## config.mk

```make
export PLATFORM = sky130hd
export DESIGN_NAME = csf_framer
export DESIGN_NICKNAME = d
export VERILOG_FILES = /design/src/rtl/csf_pkg.sv /design/src/rtl/csf_beat_if.sv /design/src/rtl/csf_decode.sv /design/src/rtl/csf_framer.sv
export SDC_FILE = /design/constraint.sdc
export NUM_CORES = 1
export LEC_CHECK = 0
export BUFFER_PORTS_ARGS = -buffer_cell sky130_fd_sc_hd__buf_2
export CORE_MARGIN = 2
export CORE_UTILIZATION = 49
export DETAILED_ROUTE_END_ITERATION = 7
export PLACE_DENSITY = 0.81
export SKIP_CTS_REPAIR_TIMING = 1
export SLEW_MARGIN = 20
export SYNTH_ARGS = -nofsm -noshare
export SYNTH_HDL_FRONTEND = slang
export SYNTH_HIERARCHICAL = 1
export SYNTH_SLANG_ARGS = --single-unit
```

## constraint.sdc

```tcl
create_clock -name aclk -period 3.6 [get_ports aclk]
set_clock_uncertainty 0.1 [all_clocks]
set_input_delay 0.72 -clock aclk [delete_from_list [all_inputs] [get_ports aclk]]
set_output_delay 0.72 -clock aclk [all_outputs]
set_load 0.005 [all_outputs]
```

## src/rtl/csf_pkg.sv

```systemverilog
/*
 * csf_pkg: constants for the completion sideband framing decoder.
 * Assumes a single 50 MHz clock domain and a 32-bit AXI4-Lite register bus.
 */
package csf_pkg;
    // completion sideband layout
    localparam int SB_W = 81;
    localparam int SOP_LO = 0;
    localparam int SOP0_PTR_LO = 2;
    localparam int SOP1_PTR_LO = 4;
    localparam int EOP_LO = 6;
    localparam int EOP0_PTR_LO = 8;
    localparam int EOP1_PTR_LO = 12;
    localparam int KEEP_W = 16;
    // start pointer codes and the byte lanes they name
    localparam logic [1:0] PTR_LANE0 = 2'h0;
    localparam logic [1:0] PTR_LANE32 = 2'h2;
    localparam logic [5:0] LANE_0 = 6'h00;
    localparam logic [5:0] LANE_32 = 6'h20;
    // two-bit flag codes
    localparam logic [1:0] FLG_NONE = 2'h0;
    localparam logic [1:0] FLG_ONE = 2'h1;
    localparam logic [1:0] FLG_RSVD = 2'h2;
    localparam logic [1:0] FLG_TWO = 2'h3;
    // register map, byte addresses
    localparam int ADDR_W = 4;
    localparam logic [3:0] REG_CTRL = 4'h0;
    localparam logic [3:0] REG_STATUS = 4'h4;
    localparam logic [3:0] REG_COUNT = 4'h8;
    localparam int CTRL_STRADDLE_BIT = 0;
    localparam int STAT_OPEN_BIT = 0;
    localparam int STAT_ERR_BIT = 1;
    localparam logic CTRL_STRADDLE_RST = 1'b0;
    localparam logic [1:0] RESP_OKAY = 2'h0;
    localparam logic [1:0] RESP_DECERR = 2'h3;
endpackage : csf_pkg

```

## src/rtl/csf_beat_if.sv

```systemverilog
/*
 * csf_beat_if: raw framing fields in, decoded framing out, between the
 * framer top and its decoder. Assumes both ends sit on one clock.
 */
`timescale 1ns/10ps
`default_nettype none
interface csf_beat_if;
    import csf_pkg::*;
    logic straddle;
    logic open_tlp;
    logic [SB_W-1:0] sideband;
    logic last;
    logic [KEEP_W-1:0] keep;
    logic [1:0] sop_flags;
    logic [5:0] first_lane;
    logic [5:0] second_lane;
    logic [1:0] eop_flags;
    logic [3:0] first_off;
    logic [3:0] second_off;
    logic bad_code;
    modport dec (input straddle, open_tlp, sideband, last, keep,
                 output sop_flags, first_lane, second_lane, eop_flags,
                 first_off, second_off, bad_code);
    modport top (output straddle, open_tlp, sideband, last, keep,
                 input sop_flags, first_lane, second_lane, eop_flags,
                 first_off, second_off, bad_code);
endinterface : csf_beat_if
`default_nettype wire

```

## src/rtl/csf_decode.sv

```systemverilog
/*
 * csf_decode: combinational decode of one completion beat's framing.
 * Assumes the caller qualifies the result with its own valid and ready.
 */
`timescale 1ns/10ps
`default_nettype none
module csf_decode (
    // framing fields and decoded result
    csf_beat_if.dec bi
);
    import csf_pkg::*;

    logic [1:0] sop_raw;
    logic [1:0] ptr0;
    logic [1:0] ptr1;
    logic [1:0] eop_raw;
    logic [3:0] keep_top;

    assign sop_raw = bi.sideband[SOP_LO +: 2];
    assign ptr0 = bi.sideband[SOP0_PTR_LO +: 2];
    assign ptr1 = bi.sideband[SOP1_PTR_LO +: 2];
    assign eop_raw = bi.sideband[EOP_LO +: 2];

    // highest kept dword marks the end when not straddling
    always_comb
    begin
        keep_top = 4'h0;
        for (int i = 0; i < KEEP_W; i++)
        begin
            if (bi.keep[i])
            begin
                keep_top = 4'(i);
            end
        end
    end

    always_comb
    begin
        bi.sop_flags = FLG_NONE;
        bi.first_lane = LANE_0;
        bi.second_lane = LANE_0;
        bi.eop_flags = FLG_NONE;
        bi.first_off = 4'h0;
        bi.second_off = 4'h0;
        bi.bad_code = 1'b0;
        if (bi.straddle)
        begin
            bi.sop_flags = sop_raw;
            bi.eop_flags = eop_raw;
            if (sop_raw == FLG_RSVD || eop_raw == FLG_RSVD)
            begin
                bi.bad_code = 1'b1;
            end
            if (sop_raw[0])
            begin
                bi.first_lane = (ptr0 == PTR_LANE32) ? LANE_32 : LANE_0;
                if (ptr0 != PTR_LANE0 && ptr0 != PTR_LANE32)
                begin
                    bi.bad_code = 1'b1;
                end
            end
            if (sop_raw == FLG_TWO)
            begin
                bi.second_lane = LANE_32;
                if (ptr1 != PTR_LANE32)
                begin
                    bi.bad_code = 1'b1;
                end
            end
            // offsets pass only under their own end flag
            if (eop_raw[0])
            begin
                bi.first_off = bi.sideband[EOP0_PTR_LO +: 4];
            end
            if (eop_raw == FLG_TWO)
            begin
                bi.second_off = bi.sideband[EOP1_PTR_LO +: 4];
            end
        end
        else
        begin
            // upper flag bits and the sideband flags ignored here
            bi.sop_flags = {1'b0, ~bi.open_tlp};
            bi.eop_flags = {1'b0, bi.last};
            bi.first_off = bi.last ? keep_top : 4'h0;
        end
    end
endmodule : csf_decode
`default_nettype wire

```

## src/rtl/csf_framer.sv

```systemverilog
/*
 * csf_framer: completion stream framing decoder with AXI4-Lite control.
 * Assumes the sender keeps the stream handshake and drives no reserved
 * codes; the framing outputs feed logic on the same clock.
 */
// The register addresses and the AXI4-Lite interface to the registers were decided locally.
`timescale 1ns/10ps
`default_nettype none
module csf_framer (
    // clock and reset
    input wire logic aclk,
    input wire logic aresetn,
    // completion stream from the sender
    input wire logic completion_valid,
    output logic completion_ready,
    input wire logic [csf_pkg::SB_W-1:0] completion_sideband,
    input wire logic completion_last,
    input wire logic [csf_pkg::KEEP_W-1:0] completion_keep,
    // decoded framing towards the core
    output logic beat_valid,
    input wire logic beat_ready,
    output logic [1:0] tlp_start_flags,
    output logic [5:0] first_start_lane,
    output logic [5:0] second_start_lane,
    output logic [1:0] tlp_end_flags,
    output logic [3:0] first_end_dword_offset,
    output logic [3:0] second_end_dword_offset,
    // axi4-lite write
    input wire logic [csf_pkg::ADDR_W-1:0] s_axi_awaddr,
    input wire logic s_axi_awvalid,
    output logic s_axi_awready,
    input wire logic [31:0] s_axi_wdata,
    input wire logic [3:0] s_axi_wstrb,
    input wire logic s_axi_wvalid,
    output logic s_axi_wready,
    output logic [1:0] s_axi_bresp,
    output logic s_axi_bvalid,
    input wire logic s_axi_bready,
    // axi4-lite read
    input wire logic [csf_pkg::ADDR_W-1:0] s_axi_araddr,
    input wire logic s_axi_arvalid,
    output logic s_axi_arready,
    output logic [31:0] s_axi_rdata,
    output logic [1:0] s_axi_rresp,
    output logic s_axi_rvalid,
    input wire logic s_axi_rready
);
    import csf_pkg::*;

    typedef struct packed {
        logic ready;
        logic bv;
        logic [1:0] sop;
        logic [5:0] lane0;
        logic [5:0] lane1;
        logic [1:0] eop;
        logic [3:0] off0;
        logic [3:0] off1;
        logic open_tlp;
        logic straddle;
        logic err;
        logic [31:0] count;
        logic awready;
        logic aw_have;
        logic [ADDR_W-1:0] aw_addr;
        logic wready;
        logic w_have;
        logic [31:0] wdata;
        logic [3:0] wstrb;
        logic bvalid;
        logic [1:0] bresp;
        logic arready;
        logic rvalid;
        logic [31:0] rdata;
        logic [1:0] rresp;
    } csf_state_t;

    csf_state_t st_q;
    csf_state_t st_d;
    csf_beat_if bi ();
    logic take;
    logic [1:0] n_sop;
    logic [1:0] n_eop;

    assign bi.straddle = st_q.straddle;
    assign bi.open_tlp = st_q.open_tlp;
    assign bi.sideband = completion_sideband;
    assign bi.last = completion_last;
    assign bi.keep = completion_keep;

    csf_decode u_dec (
        .bi(bi)
    );

    // fields are looked at only on an accepted beat
    assign take = completion_valid && st_q.ready;
    assign n_sop = 2'(bi.sop_flags[0]) + 2'(bi.sop_flags[1]);
    assign n_eop = 2'(bi.eop_flags[0]) + 2'(bi.eop_flags[1]);

    always_comb
    begin
        st_d = st_q;
        // one output stage; trades half rate for a flop-driven ready
        if (st_q.bv && beat_ready)
        begin
            st_d.bv = 1'b0;
        end
        if (take)
        begin
            st_d.bv = 1'b1;
            st_d.sop = bi.sop_flags;
            st_d.lane0 = bi.first_lane;
            st_d.lane1 = bi.second_lane;
            st_d.eop = bi.eop_flags;
            st_d.off0 = bi.first_off;
            st_d.off1 = bi.second_off;
            // a packet stays open if its start outlives the ends seen
            st_d.open_tlp = st_q.straddle
                ? ((2'(st_q.open_tlp) + n_sop) != n_eop)
                : ~completion_last;
            st_d.count = st_q.count + 32'(n_eop);
        end
        st_d.ready = ~st_d.bv;
        // write channel: address and data in either order
        if (s_axi_awvalid && st_q.awready)
        begin
            st_d.aw_have = 1'b1;
            st_d.aw_addr = s_axi_awaddr;
        end
        if (s_axi_wvalid && st_q.wready)
        begin
            st_d.w_have = 1'b1;
            st_d.wdata = s_axi_wdata;
            st_d.wstrb = s_axi_wstrb;
        end
        if (st_q.bvalid && s_axi_bready)
        begin
            st_d.bvalid = 1'b0;
        end
        else if (st_q.aw_have && st_q.w_have && !st_q.bvalid)
        begin
            st_d.aw_have = 1'b0;
            st_d.w_have = 1'b0;
            st_d.bvalid = 1'b1;
            st_d.bresp = RESP_OKAY;
            unique case (st_q.aw_addr)
                REG_CTRL:
                begin
                    if (st_q.wstrb[0])
                    begin
                        st_d.straddle = st_q.wdata[CTRL_STRADDLE_BIT];
                    end
                end
                REG_STATUS:
                begin
                    if (st_q.wstrb[0] && st_q.wdata[STAT_ERR_BIT])
                    begin
                        st_d.err = 1'b0;
                    end
                end
                REG_COUNT:
                begin
                    if (st_q.wstrb != 4'h0)
                    begin
                        st_d.count = 32'h0;
                    end
                end
                default:
                begin
                    st_d.bresp = RESP_DECERR;
                end
            endcase
        end
        // a reserved code seen on the same edge as the clear still sticks
        if (take && bi.bad_code)
        begin
            st_d.err = 1'b1;
        end
        st_d.awready = ~st_d.aw_have && ~st_d.bvalid;
        st_d.wready = ~st_d.w_have && ~st_d.bvalid;
        // read channel
        if (st_q.rvalid && s_axi_rready)
        begin
            st_d.rvalid = 1'b0;
        end
        else if (s_axi_arvalid && st_q.arready)
        begin
            st_d.rvalid = 1'b1;
            st_d.rresp = RESP_OKAY;
            st_d.rdata = 32'h0;
            unique case (s_axi_araddr)
                REG_CTRL:
                begin
                    st_d.rdata[CTRL_STRADDLE_BIT] = st_q.straddle;
                end
                REG_STATUS:
                begin
                    st_d.rdata[STAT_OPEN_BIT] = st_q.open_tlp;
                    st_d.rdata[STAT_ERR_BIT] = st_q.err;
                end
                REG_COUNT:
                begin
                    st_d.rdata = st_q.count;
                end
                default:
                begin
                    st_d.rresp = RESP_DECERR;
                end
            endcase
        end
        st_d.arready = ~st_d.rvalid;
    end

    always_ff @(posedge aclk)
    begin
        if (!aresetn)
        begin
            st_q <= '0;
            st_q.straddle <= CTRL_STRADDLE_RST;
        end
        else
        begin
            st_q <= st_d;
        end
    end

    assign completion_ready = st_q.ready;
    assign beat_valid = st_q.bv;
    assign tlp_start_flags = st_q.sop;
    assign first_start_lane = st_q.lane0;
    assign second_start_lane = st_q.lane1;
    assign tlp_end_flags = st_q.eop;
    assign first_end_dword_offset = st_q.off0;
    assign second_end_dword_offset = st_q.off1;
    assign s_axi_awready = st_q.awready;
    assign s_axi_wready = st_q.wready;
    assign s_axi_bvalid = st_q.bvalid;
    assign s_axi_bresp = st_q.bresp;
    assign s_axi_arready = st_q.arready;
    assign s_axi_rvalid = st_q.rvalid;
    assign s_axi_rdata = st_q.rdata;
    assign s_axi_rresp = st_q.rresp;
endmodule : csf_framer
`default_nettype wire

```

* Word-level counts from Yosys, hierarchy flattened
Cells that the tools add are included.
** Operators by class
- Div/mod/pow operators :: 0
- Multipliers :: 0
- Magnitude comparators :: 0
- Reduce and logical (&&, ||, !) cells :: 29
- $add $sub $neg :: 4
- Multiplexer cells :: 59
- Shift operators :: 0
- Equality and inequality tests :: 13
- Bitwise gates (word level) :: 9
** Operators with widths (count)
- $mux 32 :: 3
- $mux 33 :: 2
- $mux 4 :: 13
- $mux 37 :: 1
- $mux 35 :: 1
- $add 32x2->32 :: 1
- $mux 30 :: 1
- $mux 6 :: 5
- $mux 26 :: 1
- $mux 1 :: 18
- $mux 3 :: 5
- $logic_and 1x1->1 :: 14
- $mux 2 :: 6
- $eq 2x2->1 const B :: 5
- $not 1->1 :: 9
- $eq 4x3->1 const B :: 2
- $eq 4x4->1 const B :: 2
- $logic_not 4->1 :: 2
- $reduce_and 4->1 :: 2
- $reduce_bool 2->1 :: 4
- $reduce_or 3->1 :: 2
- $mux 5 :: 1
- $add 1x1->2 :: 2
- $ne 2x2->1 const B :: 2
- 9 further kinds :: 10
** Word-level totals
- Output and inout bits :: 67
- Bits in writable memories :: 0
- Bits in read-only memories :: 0
- Input bits :: 151
- Latch bits :: 0
- Logic and storage cells :: 139
- Bits in registers :: 144
- Memories kept :: 0

* Logic depth before layout (Yosys ltp)
- Depth after elaboration :: 19
- Mapped depth :: 11
- Mapped depth without buffers :: 10

* Cells and area by module
The synthesis kept the hierarchy.
** Modules (own cells, without submodules)
- csf_framer :: area an instance 4963.5 um^2, sequential area each 2242.2 um^2, cells each 586, instances 1
- csf_decode :: area an instance 396.6 um^2, sequential area each 0.0 um^2, cells each 62, instances 1

* Worst setup path after synthesis
No wires, ideal clock.
- Path kind :: in2reg
- Start :: in completion_sideband[6] in the netlist's numbering
- End :: reg st_q[105] in the netlist's numbering
- Stages :: 11
- Data arrival time :: 3.049 ns
- Library setup time :: 0.070 ns
- Data required time :: 3.430 ns
- Setup slack :: 0.381 ns
- Path buffers :: 1
- Cell sequence :: and2_4 > buf_6 > nand2b_1 > ha_1 > ha_1 > inv_1 > fa_1 > and4b_1 > nand4_1 > or3_1 > a21oi_1
** On the way
- Word-level cells in the longest chain between the ends :: 8
** Ends and longest elaborated chain
- from (decl) :: line csf_framer.sv:16 : input wire logic [csf_pkg::SB_W-1:0] completion_sideband,
- $mux 2 (*) :: line csf_decode.sv:46 : if (bi.straddle)
- via bi.eop_flags[0] :: line csf_beat_if.sv:17 : logic [1:0] eop_flags;
- $add 1x1->2 (*) :: line csf_framer.sv:98 : assign n_eop = 2'(bi.eop_flags[0]) + 2'(bi.eop_flags[1]);
- $add 32x2->32 (*) :: line csf_framer.sv:121 : st_d.count = st_q.count + 32'(n_eop);
- $mux 32 (*) :: line csf_framer.sv:108 : if (take)
- $mux 32 :: line csf_framer.sv:163 : if (st_q.wstrb != 4'h0)
- $mux 32 :: line csf_framer.sv:146 : unique case (st_q.aw_addr)
- $mux 33 :: line csf_framer.sv:140 : else if (st_q.aw_have && st_q.w_have && !st_q.bvalid)
- $mux 33 (*) :: line csf_framer.sv:136 : if (st_q.bvalid && s_axi_bready)
- to (signal assigned) :: line csf_framer.sv:223 : st_q <= st_d;
- to (decl) :: line csf_framer.sv:78 : csf_state_t st_q;
The timed path passes the listed nets; every way through them passes the cells marked *. The select of a mux whose other input is x is not followed.
A chain may end at the register's enable or synchronous reset.

* Final worst setup path
- Start :: reg, netlist name bi.straddle
- End :: reg st_q[111] in the netlist's numbering
** On the way
- Word-level cells in the longest chain between the ends :: 8
** Ends and longest elaborated chain (line)
- $mux 2 (*) :: csf_decode.sv:46
- via bi.eop_flags[0] :: csf_beat_if.sv:17
- $add 1x1->2 (*) :: csf_framer.sv:98
- $add 32x2->32 (*) :: csf_framer.sv:121
- $mux 32 (*) :: csf_framer.sv:108
- $mux 32 :: csf_framer.sv:163
- $mux 32 :: csf_framer.sv:146
- $mux 33 :: csf_framer.sv:140
- $mux 33 (*) :: csf_framer.sv:136
Marked as above.

==> qor.txt <==
Number of synthesized register bits -> 112
Crit path launch type -> flip-flop
Critical path buffers and inverters -> 3
Wire per inst -> 14.13 um
Yosys top cell area share -> 41.83%
Post-synth EDFFs -> 0
# setup viols final -> 0
Library cells used by synthesis -> 60
RD Place Congestion -> 0.9601
Clk slew on worst S/H paths -> 0.11 ns
Diode count -> 0
Ys flop type -> dfxtp_1
VDD IR max -> 0.1764 mV
Peak Freq -> 316.9 MHz
Crit-path cells -> nand2b_2 > nand2b_1 > ha_1 > ha_1 > inv_1 > fa_1 > buf_4 > nand4b_1 > nor4_1 > buf_4 > and3_1 > mux2i_1
Crit path max-delay cell type -> dfxtp_1
Tmin final -> 3.156 ns
Global-route usage over all layers -> 20.99%
CP max stage delay -> 0.58 ns
Register area share after synthesis -> 41.83%
Vias in the first global route -> 4,360
Dpl cell area -> 5599 um2
Largest net degree at the start of global routing -> 74
Cell family with most CP delay -> simple AND/OR/NAND/NOR gates
Max-cap viol count -> 0
Most frequent cells in the layout -> buf_2 (121), dfxtp_1 (112), nand2_1 (90)
Die Y -> 108.6 um
Period utilization -> 87.66%
WP data required -> 3.81 ns
Worst-Margin Slew -> 0.9009 ns
Crit-path max FO -> 14
Dominant cell type by area after synthesis -> dfxtp_1
Post-synth ARST share -> 0%
CTS Buffer Depth -> 2
Commonest non-fill, non-tap cell in the layout -> buf_2
DP HPWL -> 8.717 mm
CTS root buf -> clkbuf_8
CTS tree -> built
Drt pass-1 iters -> 5
Final net count -> 856
Synthesized area -> 5360 um2
Worst min path class -> reg -> reg
Vias per inst -> 5.443
Core area -> 10,750 um2
Status -> complete, no violations
Final Hold Vio Count -> 0
Die width -> 108.6 um
PwrDens -> 372.5 nW/um2
Initial antenna violation count -> 0
RSZ-0062 raised after global routing -> no
DR iter-0 viols -> 211
Post-route cell area -> 5781 um2
Leak -> 2.321 nW
Number of port buffers -> 121
TritonCTS Buffers -> 9
Num ports -> 218
TritonCTS Sinks -> 112
Synth Instances -> 648
TNS Setup -> 0 ns
Total wire length -> 11.94 mm
CP endpoint kind -> flip-flop
Antenna-violating nets left -> 0
Initial Util -> 49.88%
First-pass GRT wire length -> 20.00 mm
Gr ovfl total -> 0
Slew Limit Fails -> 0
# rows -> 38
Top cells by area, synth -> dfxtp_1 (42%), buf_4 (9.8%), nand2_1 (6.3%)
Syn avg cell area -> 8.272 um2
Crit path arrival time -> 3.36 ns
Final core occ -> 53.80%
H-tree depth -> 3
Area growth syn-to-layout -> 7.843%
Synthesis Warnings -> 6
DRC viols -> 0
Worst hold slack -> 0.3591 ns
Via count -> 4,599
Die ar. -> 11,790 um2
Clock Latency Late Sink -> 0.37 ns
Kind of critical path -> reg -> reg
Share of layout cells above drive strength 1 -> 23.69%
Slew HR -> 39.39%
[layer usage]
metal,up-vias,global-route usage [%],part of all wire (%)
met1,2137,25.41,44
li1,2286,-,-
met2,160,36.83,48
met4,0,7.418,1.3
met5,-,0,0
met3,16,4.219,6.0
[final timing paths]
kind | depth (start not counted) | start | to | slack (ns)
max | 12 | bi.straddle | st_q[111] | 0.44
min | 2 | s_axi_rdata[0] | s_axi_rdata[0] | 0.36
max reg2reg | 12 | bi.straddle | st_q[111] | 0.44
min reg2reg | 2 | s_axi_rdata[0] | s_axi_rdata[0] | 0.36
[Yosys cell counts, drive strengths merged, types with 8 or more instances]
| cell type | instances |
|---|---|
| a21oi | 64 |
| a22oi | 31 |
| and3 | 13 |
| buf | 74 |
| clkbuf | 25 |
| dfxtp | 112 |
| inv | 14 |
| nand2 | 91 |
| nand3 | 24 |
| nand4 | 13 |
| nor2 | 58 |
| nor3 | 8 |
| nor4 | 9 |
| o21ai | 15 |
| or3 | 8 |
| xnor2 | 11 |
[cell families (layout without fill, tap and decap cells)]
kind of cell / Yosys count / count (layout) / share of synthesized area [%]
AND/OR/NAND/NOR: 266 / 266 / 24.98
AO/OA/AOI/OAI: 133 / 133 / 15.48
buffers and inverters: 113 / 161 / 13.12
flip-flops: 112 / 112 / 41.83
XOR/XNOR: 12 / 12 / 1.961
multiplexers: 6 / 6 / 1.120
adder cells (fa/ha/maj): 5 / 5 / 1.447
other: 1 / 10 / 0.06996
[report_power, final]
group / switching (mW) / leakage, nW / internal (mW) / total, mW
clock: 0.443 / 0.0886 / 0.263 / 0.705
combinational: 0.100 / 1.33 / 0.0662 / 0.166
sequential: 0.0194 / 0.907 / 1.26 / 1.28
total: 0.562 / 2.32 / 1.59 / 2.15
[registers in the layout, indices dropped and copies added, names as in the netlist]
name / cells
st_q: 45
s_axi_rdata: 32
first_start_lane: 6
second_start_lane: 6
first_end_dword_offset: 4
second_end_dword_offset: 4
tlp_end_flags: 2
tlp_start_flags: 2
beat_valid: 1
bi.open_tlp: 1
bi.straddle: 1
completion_ready: 1
s_axi_arready: 1
s_axi_awready: 1
s_axi_bresp: 1
s_axi_bvalid: 1
s_axi_rresp: 1
s_axi_rvalid: 1
s_axi_wready: 1
[tightest hold or removal path, delay by kind of cell (launching register included)]
| kind | cells | cell delay (ns) |
|---|---|---|
| simple gates | 1 | 0.05 |
| flops | 1 | 0.32 |
| compound gates | 1 | 0.05 |
[layout make-up]
| class | count | area [um2] |
|---|---|---|
| flip-flops and latches | 112 | 2242 |
| inverters | 14 | 52.55 |
| repair buffers | 131 | 680.7 |
| clock inverters | 6 | 53.80 |
| well taps | 140 | 175.2 |
| clock buffers | 10 | 127.6 |
| multi-input cells | 432 | 2449 |
| fillers | 1025 | 4965 |
[through the flow]
stage                     power [mW]  instances  worst slack (ns)
after floorplan                1.419        657            0.3815
after global placement         1.469        829            0.1421
after detailed placement       1.478        829            0.1627
after CTS                      2.174        845            0.4349
after global routing           2.247        845            0.1893
final                          2.153        845            0.4442
Power figures use the tool's default switching activity.
